File: src/inc/wdt_pkg.sv
package wdt_pkg;

  // ----------------------------------------------------------------
  // bus geometry
  // ----------------------------------------------------------------
  localparam int unsigned ADDR_W      = 8;
  localparam int unsigned DATA_W      = 32;
  localparam int unsigned BE_W        = 4;
  localparam int unsigned REG_W       = 8;

  // ----------------------------------------------------------------
  // register byte addresses
  // ----------------------------------------------------------------
  localparam logic [ADDR_W-1:0] ADDR_CTL   = 8'h60;
  localparam logic [ADDR_W-1:0] ADDR_CAUSE = 8'h64;
  localparam int unsigned       LANE_LOW   = 0;

  // ----------------------------------------------------------------
  // watchdog_control_status fields
  // ----------------------------------------------------------------
  localparam int unsigned CTL_FLAG_BIT  = 7;
  localparam int unsigned CTL_IE_BIT    = 6;
  localparam int unsigned CTL_PS3_BIT   = 5;
  localparam int unsigned CTL_UNLK_BIT  = 4;
  localparam int unsigned CTL_WDE_BIT   = 3;
  localparam int unsigned CTL_PS_LO_MSB = 2;

  // ----------------------------------------------------------------
  // reset_cause_status fields
  // ----------------------------------------------------------------
  localparam int unsigned CAUSE_POR_BIT = 0;
  localparam int unsigned CAUSE_EXT_BIT = 1;
  localparam int unsigned CAUSE_BOR_BIT = 2;
  localparam int unsigned CAUSE_WDT_BIT = 3;
  localparam int unsigned CAUSE_N       = 4;

  // ----------------------------------------------------------------
  // reset values
  // ----------------------------------------------------------------
  localparam logic [CAUSE_N-1:0] CAUSE_POR_RESET = 4'h1;
  localparam logic [3:0]         PERIOD_RESET    = 4'h0;
  localparam logic [DATA_W-1:0]  RDATA_RESET     = 32'h0000_0000;

  // ----------------------------------------------------------------
  // timing
  // ----------------------------------------------------------------
  localparam int unsigned OSC_FREQ_KHZ   = 128;
  localparam int unsigned BASE_OSC_CYC   = 2048;
  localparam int unsigned UNLOCK_N_CYC   = 4;
  localparam int unsigned UNLOCK_CNT_W   = 3;
  localparam logic [UNLOCK_CNT_W-1:0] UNLOCK_LOAD = 3'(UNLOCK_N_CYC - 1);
  localparam logic [3:0]  PERIOD_MAX     = 4'h9;
  localparam int unsigned WDT_CNT_W      = 21;

endpackage

File: src/watchdog_and_reset_flags.sv
// Implementation choice: the Avalon-MM slave port.
`timescale 1ns/1ns

// Notes on behaviour
// - watchdog reset sets its cause flag; power-on or written zero clears it.
// - brown-out reset sets its cause flag; power-on or written zero clears it.
// - pin reset sets its cause flag; power-on or written zero clears it.
// - power-on sets its flag; only a written zero clears it.
// - upper four cause bits read zero.
// - timeout in interrupt operation sets flag; vector or written one clears.
// - interrupt taken only with global enable, irq enable and flag.
// - reset enable and irq enable pick stopped, irq, reset or combined mode.
// - combined mode: vector clears irq enable and flag, leaving reset mode.
// - combined mode: second timeout without vector gives system reset.
// - change unlock clears itself four clock cycles after being set.
// - clearing reset enable or changing period only while unlocked.
// - reset enable reads and acts as one while watchdog cause flag set.
// - period codes 0 to 9 give 2048 to 1048576 oscillator cycles.
// - reserved period codes fall back to a valid period.
// - always-on fuse forces reset mode, enable one, irq enable zero.
// - counter counts oscillator cycles; restart instruction zeroes it.
// - watchdog system reset is a one clock cycle pulse.
module watchdog_and_reset_flags #(
  parameter int unsigned BASE_CYCLES = wdt_pkg::BASE_OSC_CYC
) (
  // clock and reset (power-on)
  input  wire logic                        clk_in,
  input  wire logic                        rst_in,
  // avalon-mm slave
  input  wire logic [wdt_pkg::ADDR_W-1:0]  address_in,
  input  wire logic                        read_in,
  input  wire logic                        write_in,
  input  wire logic [wdt_pkg::DATA_W-1:0]  writedata_in,
  input  wire logic [wdt_pkg::BE_W-1:0]    byteenable_in,
  output logic [wdt_pkg::DATA_W-1:0]       readdata_out,
  output logic                             waitrequest_out,
  // processor side
  input  wire logic                        restart_instr_in,
  input  wire logic                        global_irq_enable_in,
  input  wire logic                        vector_taken_in,
  output logic                             irq_out,
  // reset sources and fuse
  input  wire logic                        brownout_event_in,
  input  wire logic                        pin_reset_event_in,
  input  wire logic                        always_on_fuse_in,
  input  wire logic                        osc_in,
  output logic                             sys_reset_out
);
  import wdt_pkg::*;

  // ----------------------------------------------------------------
  // state
  // ----------------------------------------------------------------
  typedef struct packed {
    logic                    waitreq;
    logic [DATA_W-1:0]       rdata;
    logic                    fuse_meta;
    logic                    fuse;
    logic                    timeout_irq_flag;
    logic                    timeout_irq_enable;
    logic                    timeout_reset_enable;
    logic [3:0]              period_select;
    logic                    change_unlock;
    logic [UNLOCK_CNT_W-1:0] unlock_cnt;
    logic [CAUSE_N-1:0]      cause;
    logic                    sys_reset;
    logic                    irq;
  } wdt_state_s;

  wdt_state_s         st_ff;
  wdt_state_s         nxt_st;
  logic               timeout;
  logic               ie_eff;
  logic               wde_eff;
  logic               run;
  logic               wr_ctl;
  logic               wr_cause;
  logic               any_reset;
  logic [REG_W-1:0]   wd;
  logic [REG_W-1:0]   ctl_view;
  logic [REG_W-1:0]   cause_view;

  // ----------------------------------------------------------------
  // mode decode
  // ----------------------------------------------------------------
  always_comb begin
    ie_eff  = st_ff.timeout_irq_enable && !st_ff.fuse;
    wde_eff = st_ff.timeout_reset_enable || st_ff.cause[CAUSE_WDT_BIT]
              || st_ff.fuse;
    run     = ie_eff || wde_eff;
  end

  // ----------------------------------------------------------------
  // oscillator counter
  // ----------------------------------------------------------------
  wdt_timebase #(
    .BASE_CYCLES (BASE_CYCLES)
  ) u_timebase (
    .clk_in      (clk_in),
    .rst_in      (rst_in),
    .osc_in      (osc_in),
    .run_in      (run),
    .restart_in  (restart_instr_in || st_ff.sys_reset),
    .period_in   (st_ff.period_select),
    .timeout_out (timeout)
  );

  // ----------------------------------------------------------------
  // register views
  // ----------------------------------------------------------------
  always_comb begin
    ctl_view = '0;
    ctl_view[CTL_FLAG_BIT]                  = st_ff.timeout_irq_flag;
    ctl_view[CTL_IE_BIT]                    = ie_eff;
    ctl_view[CTL_PS3_BIT]                   = st_ff.period_select[3];
    ctl_view[CTL_UNLK_BIT]                  = st_ff.change_unlock;
    ctl_view[CTL_WDE_BIT]                   = wde_eff;
    ctl_view[CTL_PS_LO_MSB:0]               = st_ff.period_select[2:0];
    cause_view                              = '0;
    cause_view[CAUSE_N-1:0]                 = st_ff.cause;
  end

  // ----------------------------------------------------------------
  // next state
  // ----------------------------------------------------------------
  always_comb begin
    nxt_st           = st_ff;
    nxt_st.fuse_meta = always_on_fuse_in;
    nxt_st.fuse      = st_ff.fuse_meta;
    nxt_st.sys_reset = 1'b0;
    any_reset        = 1'b0;
    wd               = writedata_in[REG_W-1:0];
    wr_ctl   = write_in && !st_ff.waitreq && byteenable_in[LANE_LOW]
               && (address_in == ADDR_CTL);
    wr_cause = write_in && !st_ff.waitreq && byteenable_in[LANE_LOW]
               && (address_in == ADDR_CAUSE);

    // bus handshake: one wait cycle, then the taking edge
    nxt_st.waitreq = 1'b1;
    if ((read_in || write_in) && st_ff.waitreq) begin
      nxt_st.waitreq = 1'b0;
    end
    if (read_in && st_ff.waitreq) begin
      if (address_in == ADDR_CTL) begin
        nxt_st.rdata = {{(DATA_W-REG_W){1'b0}}, ctl_view};
      end else if (address_in == ADDR_CAUSE) begin
        nxt_st.rdata = {{(DATA_W-REG_W){1'b0}}, cause_view};
      end else begin
        nxt_st.rdata = RDATA_RESET;
      end
    end

    // unlock window countdown
    if (st_ff.change_unlock) begin
      if (st_ff.unlock_cnt == '0) begin
        nxt_st.change_unlock = 1'b0;
      end else begin
        nxt_st.unlock_cnt = st_ff.unlock_cnt - UNLOCK_CNT_W'(1);
      end
    end

    // control register write
    if (wr_ctl) begin
      if (wd[CTL_FLAG_BIT]) begin
        nxt_st.timeout_irq_flag = 1'b0;
      end
      nxt_st.timeout_irq_enable = wd[CTL_IE_BIT];
      if (st_ff.change_unlock) begin
        nxt_st.timeout_reset_enable = wd[CTL_WDE_BIT];
        nxt_st.period_select = {wd[CTL_PS3_BIT], wd[CTL_PS_LO_MSB:0]};
        nxt_st.change_unlock = wd[CTL_UNLK_BIT];
        if (wd[CTL_UNLK_BIT]) begin
          nxt_st.unlock_cnt = UNLOCK_LOAD;
        end
      end else begin
        // locked: reset enable may only be set
        nxt_st.timeout_reset_enable = st_ff.timeout_reset_enable
                                      || wd[CTL_WDE_BIT];
        if (wd[CTL_UNLK_BIT]) begin
          nxt_st.change_unlock = 1'b1;
          nxt_st.unlock_cnt    = UNLOCK_LOAD;
        end
      end
    end

    // vector execution
    if (vector_taken_in) begin
      nxt_st.timeout_irq_flag = 1'b0;
      if (wde_eff) begin
        nxt_st.timeout_irq_enable = 1'b0;
      end
    end

    // timeout action, set wins over clear
    if (timeout) begin
      if (wde_eff && (!ie_eff || st_ff.timeout_irq_flag)) begin
        nxt_st.sys_reset = 1'b1;
      end else if (ie_eff) begin
        nxt_st.timeout_irq_flag = 1'b1;
      end
    end

    // reset cause flags: written zero clears, events set
    if (wr_cause) begin
      for (int i = 0; i < CAUSE_N; i++) begin
        if (!wd[i]) begin
          nxt_st.cause[i] = 1'b0;
        end
      end
    end
    if (st_ff.sys_reset) begin
      nxt_st.cause[CAUSE_WDT_BIT] = 1'b1;
      any_reset = 1'b1;
    end
    if (brownout_event_in) begin
      nxt_st.cause[CAUSE_BOR_BIT] = 1'b1;
      any_reset = 1'b1;
    end
    if (pin_reset_event_in) begin
      nxt_st.cause[CAUSE_EXT_BIT] = 1'b1;
      any_reset = 1'b1;
    end

    // system reset reinitialises control; power-on flag untouched
    if (any_reset) begin
      nxt_st.timeout_irq_flag     = 1'b0;
      nxt_st.timeout_irq_enable   = 1'b0;
      nxt_st.timeout_reset_enable = 1'b0;
      nxt_st.period_select        = PERIOD_RESET;
      nxt_st.change_unlock        = 1'b0;
      nxt_st.unlock_cnt           = '0;
    end

    // watchdog cause flag pins the stored reset enable high
    if (nxt_st.cause[CAUSE_WDT_BIT]) begin
      nxt_st.timeout_reset_enable = 1'b1;
    end

    nxt_st.irq = st_ff.timeout_irq_flag && ie_eff && global_irq_enable_in;
  end

  // ----------------------------------------------------------------
  // registers
  // ----------------------------------------------------------------
  always_ff @(posedge clk_in or posedge rst_in) begin
    if (rst_in) begin
      st_ff                      <= '0;
      st_ff.waitreq              <= 1'b1;
      st_ff.cause                <= CAUSE_POR_RESET;
      st_ff.period_select        <= PERIOD_RESET;
    end else begin
      st_ff <= nxt_st;
    end
  end

  // ----------------------------------------------------------------
  // outputs
  // ----------------------------------------------------------------
  assign readdata_out    = st_ff.rdata;
  assign waitrequest_out = st_ff.waitreq;
  assign irq_out         = st_ff.irq;
  assign sys_reset_out   = st_ff.sys_reset;

endmodule // watchdog_and_reset_flags

File: src/wdt_timebase.sv
`timescale 1ns/1ns

module wdt_timebase #(
  parameter int unsigned BASE_CYCLES = wdt_pkg::BASE_OSC_CYC
) (
  // clock and reset
  input  wire logic       clk_in,
  input  wire logic       rst_in,
  // oscillator pin
  input  wire logic       osc_in,
  // control
  input  wire logic       run_in,
  input  wire logic       restart_in,
  input  wire logic [3:0] period_in,
  // event
  output logic            timeout_out
);
  import wdt_pkg::*;

  typedef struct packed {
    logic                 osc_meta;
    logic                 osc_sync;
    logic                 osc_prev;
    logic [WDT_CNT_W-1:0] cnt;
    logic                 timeout;
  } tb_state_s;

  tb_state_s            st_ff;
  tb_state_s            nxt_st;
  logic [3:0]           eff_period;
  logic [WDT_CNT_W-1:0] limit;

  // ----------------------------------------------------------------
  // period decode and counter
  // ----------------------------------------------------------------
  always_comb begin
    nxt_st          = st_ff;
    nxt_st.osc_meta = osc_in;
    nxt_st.osc_sync = st_ff.osc_meta;
    nxt_st.osc_prev = st_ff.osc_sync;
    nxt_st.timeout  = 1'b0;
    // reserved codes fall back to the longest valid period
    eff_period = (period_in > PERIOD_MAX) ? PERIOD_MAX : period_in;
    limit      = WDT_CNT_W'(BASE_CYCLES) << eff_period;
    if (restart_in || !run_in) begin
      nxt_st.cnt = '0;
    end else if (st_ff.osc_sync && !st_ff.osc_prev) begin
      // >= so a shortened period expires on the next oscillator edge
      if (st_ff.cnt >= limit - WDT_CNT_W'(1)) begin
        nxt_st.cnt     = '0;
        nxt_st.timeout = 1'b1;
      end else begin
        nxt_st.cnt = st_ff.cnt + WDT_CNT_W'(1);
      end
    end
  end

  always_ff @(posedge clk_in or posedge rst_in) begin
    if (rst_in) begin
      st_ff <= '0;
    end else begin
      st_ff <= nxt_st;
    end
  end

  assign timeout_out = st_ff.timeout;

endmodule // wdt_timebase

File: config.mk
export PLATFORM = sky130hd
export DESIGN_NAME = watchdog_and_reset_flags
export DESIGN_NICKNAME = d
export VERILOG_FILES = /design/src/inc/wdt_pkg.sv /design/src/watchdog_and_reset_flags.sv /design/src/wdt_timebase.sv
export SDC_FILE = /design/constraint.sdc
export NUM_CORES = 1
export LEC_CHECK = 0
export BUFFER_PORTS_ARGS = -buffer_cell sky130_fd_sc_hd__buf_2
export CAP_MARGIN = 10
export CORE_ASPECT_RATIO = 1.25
export CORE_UTILIZATION = 40
export DETAILED_ROUTE_END_ITERATION = 12
export PLACE_DENSITY = 0.68
export SYNTH_ARGS = -nofsm -noshare
export SYNTH_HDL_FRONTEND = slang
export SYNTH_SLANG_ARGS = --single-unit
File: constraint.sdc
create_clock -name clk_in -period 4.3 [get_ports clk_in]
set_clock_uncertainty 0.15 [all_clocks]
set_input_delay 0.645 -clock clk_in [delete_from_list [all_inputs] [get_ports clk_in]]
set_output_delay 0.645 -clock clk_in [all_outputs]
set_load 0.05 [all_outputs]
# ---- Word-level counts from Yosys, hierarchy flattened
# Cells that the tools add are included.
dict set report totals {
  romBits 0
  in_bits 55
  latchBits 0
  out_inout_bits 35
  mem_count 0
  reg_bits 77
  mem_bits_rw 0
}
dict set report classes {
  n_mux 39
  addsub 3
  reduce_logical 35
  div 0
  shifts 1
  bitwise 1
  eq_ne 4
  mul 0
  order_cmp 2
}
# operator n
set ops {}
lappend ops {{$mux W21} 2}
lappend ops {{$mux W4} 7}
lappend ops {{$mux W1} 23}
lappend ops {{$mux W11} 2}
lappend ops {{$mux W22} 1}
lappend ops {{$add A21 B1 Y21 const B} 1}
lappend ops {{$ge A21 B21 Y1} 1}
lappend ops {{$shl A12 B4 Y21 const A} 1}
lappend ops {{$sub A21 B1 Y21 const B} 1}
lappend ops {{$eq A8 B7 Y1 const B} 2}
lappend ops {{$logic_and A1 B1 Y1} 11}
lappend ops {{$reduce_bool A2 Y1} 5}
lappend ops {{$logic_or A1 B1 Y1} 8}
lappend ops {{$mux W8} 1}
lappend ops {{$reduce_and A2 Y1} 4}
lappend ops {{$mux W3} 2}
lappend ops {{$logic_not A1 Y1} 5}
lappend ops {{$gt A4 B4 Y1 const B} 1}
lappend ops {{$ne A2 B1 Y1 const B} 2}
lappend ops {{$logic_not A3 Y1} 1}
lappend ops {{$reduce_bool A3 Y1} 1}
lappend ops {{$sub A3 B1 Y3 const B} 1}
lappend ops {{$mux W2} 1}
lappend ops {{$not A1 Y1} 1}

# ---- Logic depth before layout (Yosys ltp)
# Gate-level depths: netlist of run 1.
dict set report logic_depth {
  word_depth 13
  mapped_depth 15
  mapped_depth_nobuf 13
}

# ---- Hierarchy
# A second synthesis of run 1 with hierarchy kept.
dict set report hier_totals {
  hier_cells 336
  hier_area_um2 3144.3
}
# module cells_per_inst area_per_inst_um2 n_inst seq_area_each_um2
set by_module_without_submodules {}
lappend by_module_without_submodules {wdt_timebase 183 1611.5 1 625.6}
lappend by_module_without_submodules {watchdog_and_reset_flags 153 1532.7 1 703.2}

# ---- Worst setup path before layout of run 1
# OpenSTA, ideal clock, no wires.
dict set report synth_timing {
  kind {register to register}
  start {reg st_ff (netlist bit ctl_view[0])}
  end {reg u_timebase.st_ff[15] (netlist name)}
  synth_period_minus_slack_ns 3.485
  stages_incl_launch_ff 15
  required_time_ns 4.081
  slack_ns 0.815
  t_arrival_ns 3.266
  path_buffers 1
  path_cell_list {dfrtp_1 -> or2_2 -> or3_1 -> ha_1 -> nor3_1 -> a21o_1 -> a32oi_1 -> ha_1 -> a21o_1 -> nand3_1 -> o311ai_1 -> or4b_4 -> buf_6 -> or3_1 -> nand3_1}
}
dict set report synth_between {
  elab_chain_cells 8
}
# item line_no
set synth_rtl {}
lappend synth_rtl {{from (decl)} watchdog_and_reset_flags.sv:70} ;# wdt_state_s st_ff;
lappend synth_rtl {{from (signal assigned)} watchdog_and_reset_flags.sv:252} ;# st_ff <= nxt_st;
lappend synth_rtl {{$gt A4 B4 Y1} wdt_timebase.sv:43} ;# eff_period = (period_in > PERIOD_MAX) ? PERIOD_MAX : period_in;
lappend synth_rtl {{$mux W4 *} wdt_timebase.sv:43}
lappend synth_rtl {{$shl A12 B4 Y21 *} wdt_timebase.sv:44} ;# limit = WDT_CNT_W'(BASE_CYCLES) << eff_period;
lappend synth_rtl {{$sub A21 B1 Y21 *} wdt_timebase.sv:49} ;# if (st_ff.cnt >= limit - WDT_CNT_W'(1)) begin
lappend synth_rtl {{$ge A21 B21 Y1 *} wdt_timebase.sv:49}
lappend synth_rtl {{$mux W21 *} wdt_timebase.sv:49}
lappend synth_rtl {{$mux W22 *} wdt_timebase.sv:47} ;# end else if (st_ff.osc_sync && !st_ff.osc_prev) begin
lappend synth_rtl {{$mux W21 *} wdt_timebase.sv:45} ;# if (restart_in || !run_in) begin
lappend synth_rtl {{to (signal assigned)} wdt_timebase.sv:62} ;# st_ff <= nxt_st;
lappend synth_rtl {{to (decl)} wdt_timebase.sv:28} ;# tb_state_s st_ff;
# Every way passes the cells marked *; elsewhere a longest branch is shown, timed or not. The select of a mux whose other input is x is not followed.
# A chain may end at the register's enable or synchronous reset.

# ---- Final worst setup path of run 1
dict set report layout_timing {
  start {reg st_ff (netlist bit ctl_view[0])}
  end {reg u_timebase.st_ff[9] (netlist name)}
}
# The elaborated chain is that of the path after synthesis.

==> summary.md, run 1 <==
| Metric | Value |
|---|---|
| Total CTS buffers | `5` |
| Post-Synthesis Cells | `between 300 and 400` |
| Commonest cells in the netlist | `51 x dfrtp_1, 32 x buf_4, 28 x a21oi_1` |
| Final Setup Violations | `0` |
| Clock latency on the worst-skew pair | `310 ps` |
| Distinct cells, synth | `between 40 and 50` |
| Hold WC Path Type | `reg2reg` |
| Via count | `2322` |
| Inserted Diodes | `0` |
| Commonest register cell after synthesis | `dfrtp_1` |
| Area delta synth->final | `8.01%` |
| Routed WL per cell | `13.2 um` |
| PostCTS Resize Cnt | `0` |
| # Post-CTS Setup Buffers | `0` |
| Core area | `7360 um^2` |
| Max-cap violations | `0` |
| Final total power | `0.910 mW` |
| RSZ-0062 raised after global routing | `no` |
| Share of layout cells above drive strength 1 | `0.181` |
| Reg power frac | `0.557` |
| Final Slew Violations | `0` |
| Mapped Avg Cell Area | `approximately 9.4 um^2` |
| Type of the worst setup path | `reg2reg` |
| Fmax | `252 MHz` |
| Initial DRC count | `108` |
| Startpoint Class | `register` |
| Ys Warns | `0` |
| Family with the most delay on the worst path | `simple AND/OR/NAND/NOR gates` |
| Placer congestion estimate | `~0.77` |
| Initial DRT Pass Iterations | `4` |
| Critical Path, Cell by Cell | `or2_2 -> or3_1 -> ha_1 -> nor3_1 -> a21o_1 -> a32oi_1 -> ha_1 -> a21o_1 -> nand3_1 -> o311ai_1 -> nor4b_4 -> buf_4 -> nand2b_1 -> a31oi_1` |
| Final Non-Filler Cells | `446` |
| Sw Share | `0.292` |
| Crit. End Element | `register` |
| Number of flops mapped to enable cells by yosys | `0` |
| Cell Rows | `35` |
| Minimum clock period | `~4000 ps` |
| Sequential-to-total area share from yosys stat | `0.439` |
| Starting Density | `0.412` |
| Final critical-path share of the clock period | `0.923` |
| Clk buf depth | `2` |
| Leakage power | `1.49 nW` |
| Drt drc | `0` |
| Crit path DAT | `4050 ps` |
| Max FO, Critical Path | `21` |
| Layout fillers | `between 700 and 800` |
| Depth of the CTS H-tree | `2` |
| Setup TNS | `0 ps` |
| CTS tree | `built` |
| Gate power share | `0.112` |
| GRT Overall Usage | `0.158` |
| Total wire length | `5890 um` |
| Cell total after placement | `438` |
| DRT antenna net count | `0` |
| Max VDD drop | `0.133 mV` |
| Clock Sinks | `53` |
| Largest net degree at the start of global routing | `28` |
| Dpl cell area | `3170 um^2` |
| Initial antenna violation count | `0` |
| Die height | `99.3 um` |
| CP max stage delay | `870 ps` |
| Die X | `79.8 um` |
| CP Data Required Time | `4380 ps` |
| Ys async rst share | `1.00` |
| Post-route cell area | `3270 um^2` |
| Final core occ | `0.445` |
| Worst-Margin Slew | `996 ps` |
| Reg clk slew, reported paths | `100 ps` |
| Pre-CTS WS | `about 280 ps` |
| Outcome | `completed` |
| Dominant cells by area after synthesis | `dfrtp_1 42%, buf_4 7.9%, ha_1 5.8%` |
| Cell Int Power | `0.644 mW` |
| Share of the synthesized area in the top cell type | `0.421` |
| Vias in the first global route | `2213` |
| Slowest CP cell | `nor4b_4` |
| DIE AREA | `~7900 um^2` |
| Root cell of the clock tree | `clkbuf_8` |
| PD cells | `between 200 and 300 nW/um^2` |
| Most numerous cell in the Yosys netlist | `dfrtp_1` |
| Final Hold Fails | `0` |
| Share of power burned in the clock network | `0.331` |
| Post-synth top area cell | `dfrtp_1` |
| CTS Hold Bufs | `0` |
| First-pass GRT wire length | `around 10000 um` |
| Number of synthesized register bits | `53` |
| Final worst slack | `331 ps` |
| Cell area after synthesis | `between 3000 and 4000 um^2` |
| Routed vias/inst | `5.21` |
| Port buffer count | `38` |
| Dpl hpwl | `4400 um` |
| Rel. slew slack | `0.333` |
| Io pins | `90` |
| Critical path buffer and inverter count | `1` |
| Hold slack final | `208 ps` |
| Remaining Overflow, GRT | `0` |
| Sw power | `0.266 mW` |
| Fin nets | `422` |
## layout by cell type, fill, tap and decap left out, types with 4 or more instances in the layout
master,synthesis,routed
dfrtp_1,51,51
buf_2,2,38
a21oi_1,28,28
nand2_1,26,26
conb_1,2,25
nand3_1,20,20
nor2_1,14,14
ha_1,14,14
inv_1,13,12
o21ai_0,12,12
a31oi_1,10,10
nand2b_1,9,9
or3_1,7,7
nor3_1,6,6
a21o_1,5,5
nand4_1,5,5
mux2i_1,5,5
a22o_1,5,5
clkbuf_8,0,5
buf_4,32,5
o31ai_1,4,4
## layout make-up
type	instances	area, um^2	area share
repair buffers	43	228	0.0696
well taps	92	115	0.0352
multi-input cells	237	1450	0.444
clock inverters	3	28.8	0.00880
flip-flops and latches	53	1330	0.406
inverters	13	48.8	0.0149
clock buffers	5	68.8	0.0210
## layer usage
metal	up-vias	wire, um	global-route usage	part of all wire
li1	1163	-	-	-
met1	1083	2520	0.194	0.43
met2	67	2960	0.274	0.50
met3	9	332	0.0349	0.056
met4	0	87	0.0481	0.015
met5	-	0	0	0
## cell families (layout without fill, tap and decap cells)
group                      after synthesis  in the layout  synth area share
AOI/OAI and AO/OA                       80             80             0.163
xor gates and xnor gates                 3              3           0.00868
adders and majority gates               14             14            0.0578
buffers and inverters                   54             64             0.110
DFF                                     53             53             0.439
muxes                                    5              5            0.0165
other                                    2             25           0.00248
and+or+nand+nor                        110            110             0.203
## power by group through the flow
stage | registers (mW) | clock network, mW | logic (mW)
3_3_place_gp | 0.516 | 0 | 0.102
2_1_floorplan | 0.519 | 0 | 0.0934
3_5_place_dp | 0.516 | 0 | 0.103
5_1_grt | 0.507 | 0.331 | 0.111
6_report | 0.506 | 0.301 | 0.102
4_1_cts | 0.506 | 0.314 | 0.103
## worst reg2reg max path, delay by kind of cell, from the launching register on
family / cells / cell delay [ps]
flops: 1 / 400
compound gates: 5 / 730
buf+inv: 1 / 300
fa+ha+maj: 2 / 460
simple gates: 6 / 1850
## flip-flops by register name (all words and copies together), names as in the netlist
| name | cells |
|---|---|
| u_timebase.st_ff | 22 |
| readdata_out | 8 |
| ctl_view | 6 |
| st_ff | 6 |
| cause_view | 4 |
| u_timebase.nxt_st | 2 |
| irq_out | 1 |
| nxt_st | 1 |
| sys_reset_out | 1 |
| u_timebase.timeout_out | 1 |
| waitrequest_out | 1 |
## worst paths after layout
path	startpoint	to	slack, ps	cells after the start
hold / removal	u_timebase.nxt_st[23]	u_timebase.nxt_st[22]	210	0
max in group asynchronous	rst_in	cause_view[0]	2980	3
setup / recovery	ctl_view[0]	u_timebase.st_ff[9]	330	14
setup reg to reg	ctl_view[0]	u_timebase.st_ff[9]	330	14
min in group asynchronous	rst_in	ctl_view[4]	220	2
hold reg to reg	u_timebase.nxt_st[23]	u_timebase.nxt_st[22]	210	0
Note: power is estimated with default switching activity, not from simulation.
==> run 2, diff against run 1 <==
--- a/config.mk
+++ b/config.mk
@@ -7,7 +7,6 @@
 export LEC_CHECK = 0
 export BUFFER_PORTS_ARGS = -buffer_cell sky130_fd_sc_hd__buf_2
 export CAP_MARGIN = 10
-export CORE_ASPECT_RATIO = 1.25
 export CORE_UTILIZATION = 40
 export DETAILED_ROUTE_END_ITERATION = 12
 export PLACE_DENSITY = 0.68
==> run 2 against run 1 <==
Cell count is 1.1% higher. Critical endpoint is now u_timebase.st_ff[4]. Fmax grew 3.4%. Highest routed layer unchanged. Clock-buffer cell count stayed put. Non-clock buffer count shrank 2. Sequential share of layout area is 0.15 points lower. Routed wire length is 1.3% higher. Critical path depth shrank 1. Flip-flop and latch count stayed put. Combinational power about the same. Sequential power about the same. Worst setup slack better by 130 ps. Die area about the same.
==> summary.md, run 2 (synthesis gave the netlist of run 1 again) <==
| Metric | Value |
|---|---|
| CP startpoint | `ctl_view[1]` |
| Final worst slack | `460 ps (+129 ps)` |
| RSZ-0062 raised after global routing | `no` |
| Cell Int Power | `0.699 mW (+8.6%)` |
| PostCTS Resize Cnt | `0 (unchanged)` |
| Commonest non-fill, non-tap cells in the layout | `51 x dfrtp_1, 38 x buf_2, 28 x a21oi_1` |
| Area delta synth->final | `8.43%` |
| # Post-CTS Setup Buffers | `0 (unchanged)` |
| Outcome | `completed` |
| Inserted Diodes | `0 (unchanged)` |
| Final critical-path share of the clock period | `0.893 (-0.0299)` |
| Die X | `89.0 um (+12%)` |
| Remaining Overflow, GRT | `0 (unchanged)` |
| Initial antenna violation count | `0 (unchanged)` |
| Reg clk slew, reported paths | `110 ps (about the same)` |
| Initial DRT Pass Iterations | `4 (unchanged)` |
| Total CTS buffers | `5 (unchanged)` |
| Register-to-register setup slack | `460 ps (+130 ps)` |
| RR Startpoint | `ctl_view[1]` |
| Placer congestion estimate | `0.832 (+8.1%)` |
| Sw power | `0.260 mW (-2.0%)` |
| Worst flop-to-flop path endpoint | `u_timebase.st_ff[4]` |
| Depth of the CTS H-tree | `2 (unchanged)` |
| Startpoint Class | `register` |
| Reg with most FFs | `u_timebase.st_ff` |
| Minimum clock period | `3840 ps (-129 ps)` |
| Port buffer count | `38 (unchanged)` |
| Final Slew Violations | `0 (unchanged)` |
| Final total power | `0.960 mW (+5.5%)` |
| CTS Hold Bufs | `0 (unchanged)` |
| Routed vias/inst | `5.28 (+1.5%)` |
| Core area | `7290 um^2 (-0.88%)` |
| Pre-CTS WS | `532 ps (+253 ps)` |
| Cell Rows | `31 (-11%)` |
| Clock Sinks | `53 (unchanged)` |
| Crit. End Element | `register` |
| Sw Share | `0.271 (-0.0208)` |
| Hold path depth | `0 (unchanged)` |
| PD cells | `292 nW/um^2 (+5.1%)` |
| CTS tree | `built` |
| Routed WL per cell | `13.2 um (+0.18%)` |
| Crit path DAT | `3900 ps (-150 ps)` |
| Setup TNS | `0 ps (unchanged)` |
| Commonest non-fill, non-tap cell in the layout | `dfrtp_1` |
| Share of power burned in the clock network | `0.366 (+0.035)` |
| Hold path startpoint | `u_timebase.nxt_st[23]` |
| GRT Overall Usage | `0.166 (+0.00859)` |
| Fmax | `260 MHz (+3.4%)` |
| Total wire length | `5970 um (+1.3%)` |
| Initial DRC count | `153 (+42%)` |
| Via count | `2383 (+2.6%)` |
| Final Hold Fails | `0 (unchanged)` |
| Final Setup Violations | `0 (unchanged)` |
| Max-cap violations | `0 (unchanged)` |
| Type of the worst setup path | `reg2reg` |
| Io pins | `90 (unchanged)` |
| Max VDD drop | `0.167 mV (+25%)` |
| Drt drc | `0 (unchanged)` |
| Largest net degree at the start of global routing | `54 (+93%)` |
| Register-to-Register Path Depth | `13 (-1)` |
| Fin nets | `420 (-0.47%)` |
| Dpl hpwl | `4300 um (-2.4%)` |
| Share of layout cells above drive strength 1 | `0.176 (-0.00465)` |
| Starting Density | `0.415 (+0.00367)` |
| Max reg flops | `22 (unchanged)` |
| Hold endpoint | `u_timebase.nxt_st[22]` |
| Hold WC Path Type | `reg2reg` |
| Max FO, Critical Path | `28 (+33%)` |
| Leakage power | `1.48 nW (-0.16%)` |
| Reg power frac | `0.527 (-0.030)` |
| Root cell of the clock tree | `clkbuf_8` |
| Gate power share | `0.107 (-0.005)` |
| First-pass GRT wire length | `10200 um (+2.5%)` |
| Clk buf depth | `2 (unchanged)` |
| DRT antenna net count | `0 (unchanged)` |
| Hold slack final | `210 ps (+2.01 ps)` |
| Vias in the first global route | `2222 (+0.41%)` |
| Clock latency on the worst-skew pair | `310 ps (about the same)` |
| Die height | `89.0 um (-10%)` |
| Worst-Margin Slew | `894 ps (-102 ps)` |
| DIE AREA | `7920 um^2 (about the same)` |
| CP Data Required Time | `4360 ps (-20 ps)` |
| Rel. slew slack | `0.399 (+0.0656)` |
run 2: cell types whose count changed in the layout (fill, tap and decap cells not counted):
cell	previous run	this run
bufinv_16	0	1
inv_6	1	2
inv_8	1	0
buf_4	5	3
clkinv_4	1	0
run 2: how the worst max path moves through the flow:
stage	end	slack (ps)	depth (start not counted)
final	u_timebase.st_ff[4]	460	13
after detailed placement	u_timebase.st_ff[4]	530	13
after global routing	u_timebase.st_ff[21]	290	13
after global placement	u_timebase.st_ff[4]	610	13
after CTS	u_timebase.st_ff[4]	500	13
after floorplan	u_timebase.st_ff[15]	810	14
run 2: metal layers:
| layer | vias up | wire [um] | global-route usage |
|---|---|---|---|
| met5 | - | 0 | 0 |
| met4 | 0 | 74 | 0.0476 |
| met3 | 5 | 209 | 0.0305 |
| met2 | 52 | 2750 | 0.275 |
| met1 | 1158 | 2930 | 0.225 |
| li1 | 1168 | - | - |
run 2: power groups by stage:
stage / Sequential, mW / Combinational [mW] / Clock (mW)
2_1_floorplan: 0.519 / 0.0934 / 0
3_3_place_gp: 0.516 / 0.102 / 0
3_5_place_dp: 0.516 / 0.103 / 0
4_1_cts: 0.506 / 0.103 / 0.360
5_1_grt: 0.507 / 0.112 / 0.377
6_report: 0.506 / 0.102 / 0.351
run 2: stage by stage:
stage	cell area, um^2	cells	utilization
finish	3280	451	0.450
global route	3280	451	0.450
CTS	3280	451	0.450
detailed placement	3170	443	0.434
global placement	3170	443	0.434
floorplan	3120	344	-
run 2: layout make-up:
class	count	area, um^2
multi-input combinational	237	1450
timing repair buffer	41	213
tap	99	124
clock buffer	5	68.8
inverter	13	48.8
fill	742	4010
clock inverter	3	47.5
sequential	53	1330
run 2: worst max-delay path, cell delays in order (launching register included):
cell	delay (ps)
dfrtp_1	480
or2_2	330
or3_1	360
ha_1	260
nor3_1	150
a21o_1	110
a32oi_1	100
ha_1	290
nand4_1	140
o311ai_1	670
nor4b_4	90
buf_4	250
a21o_1	180
a21o_1	170
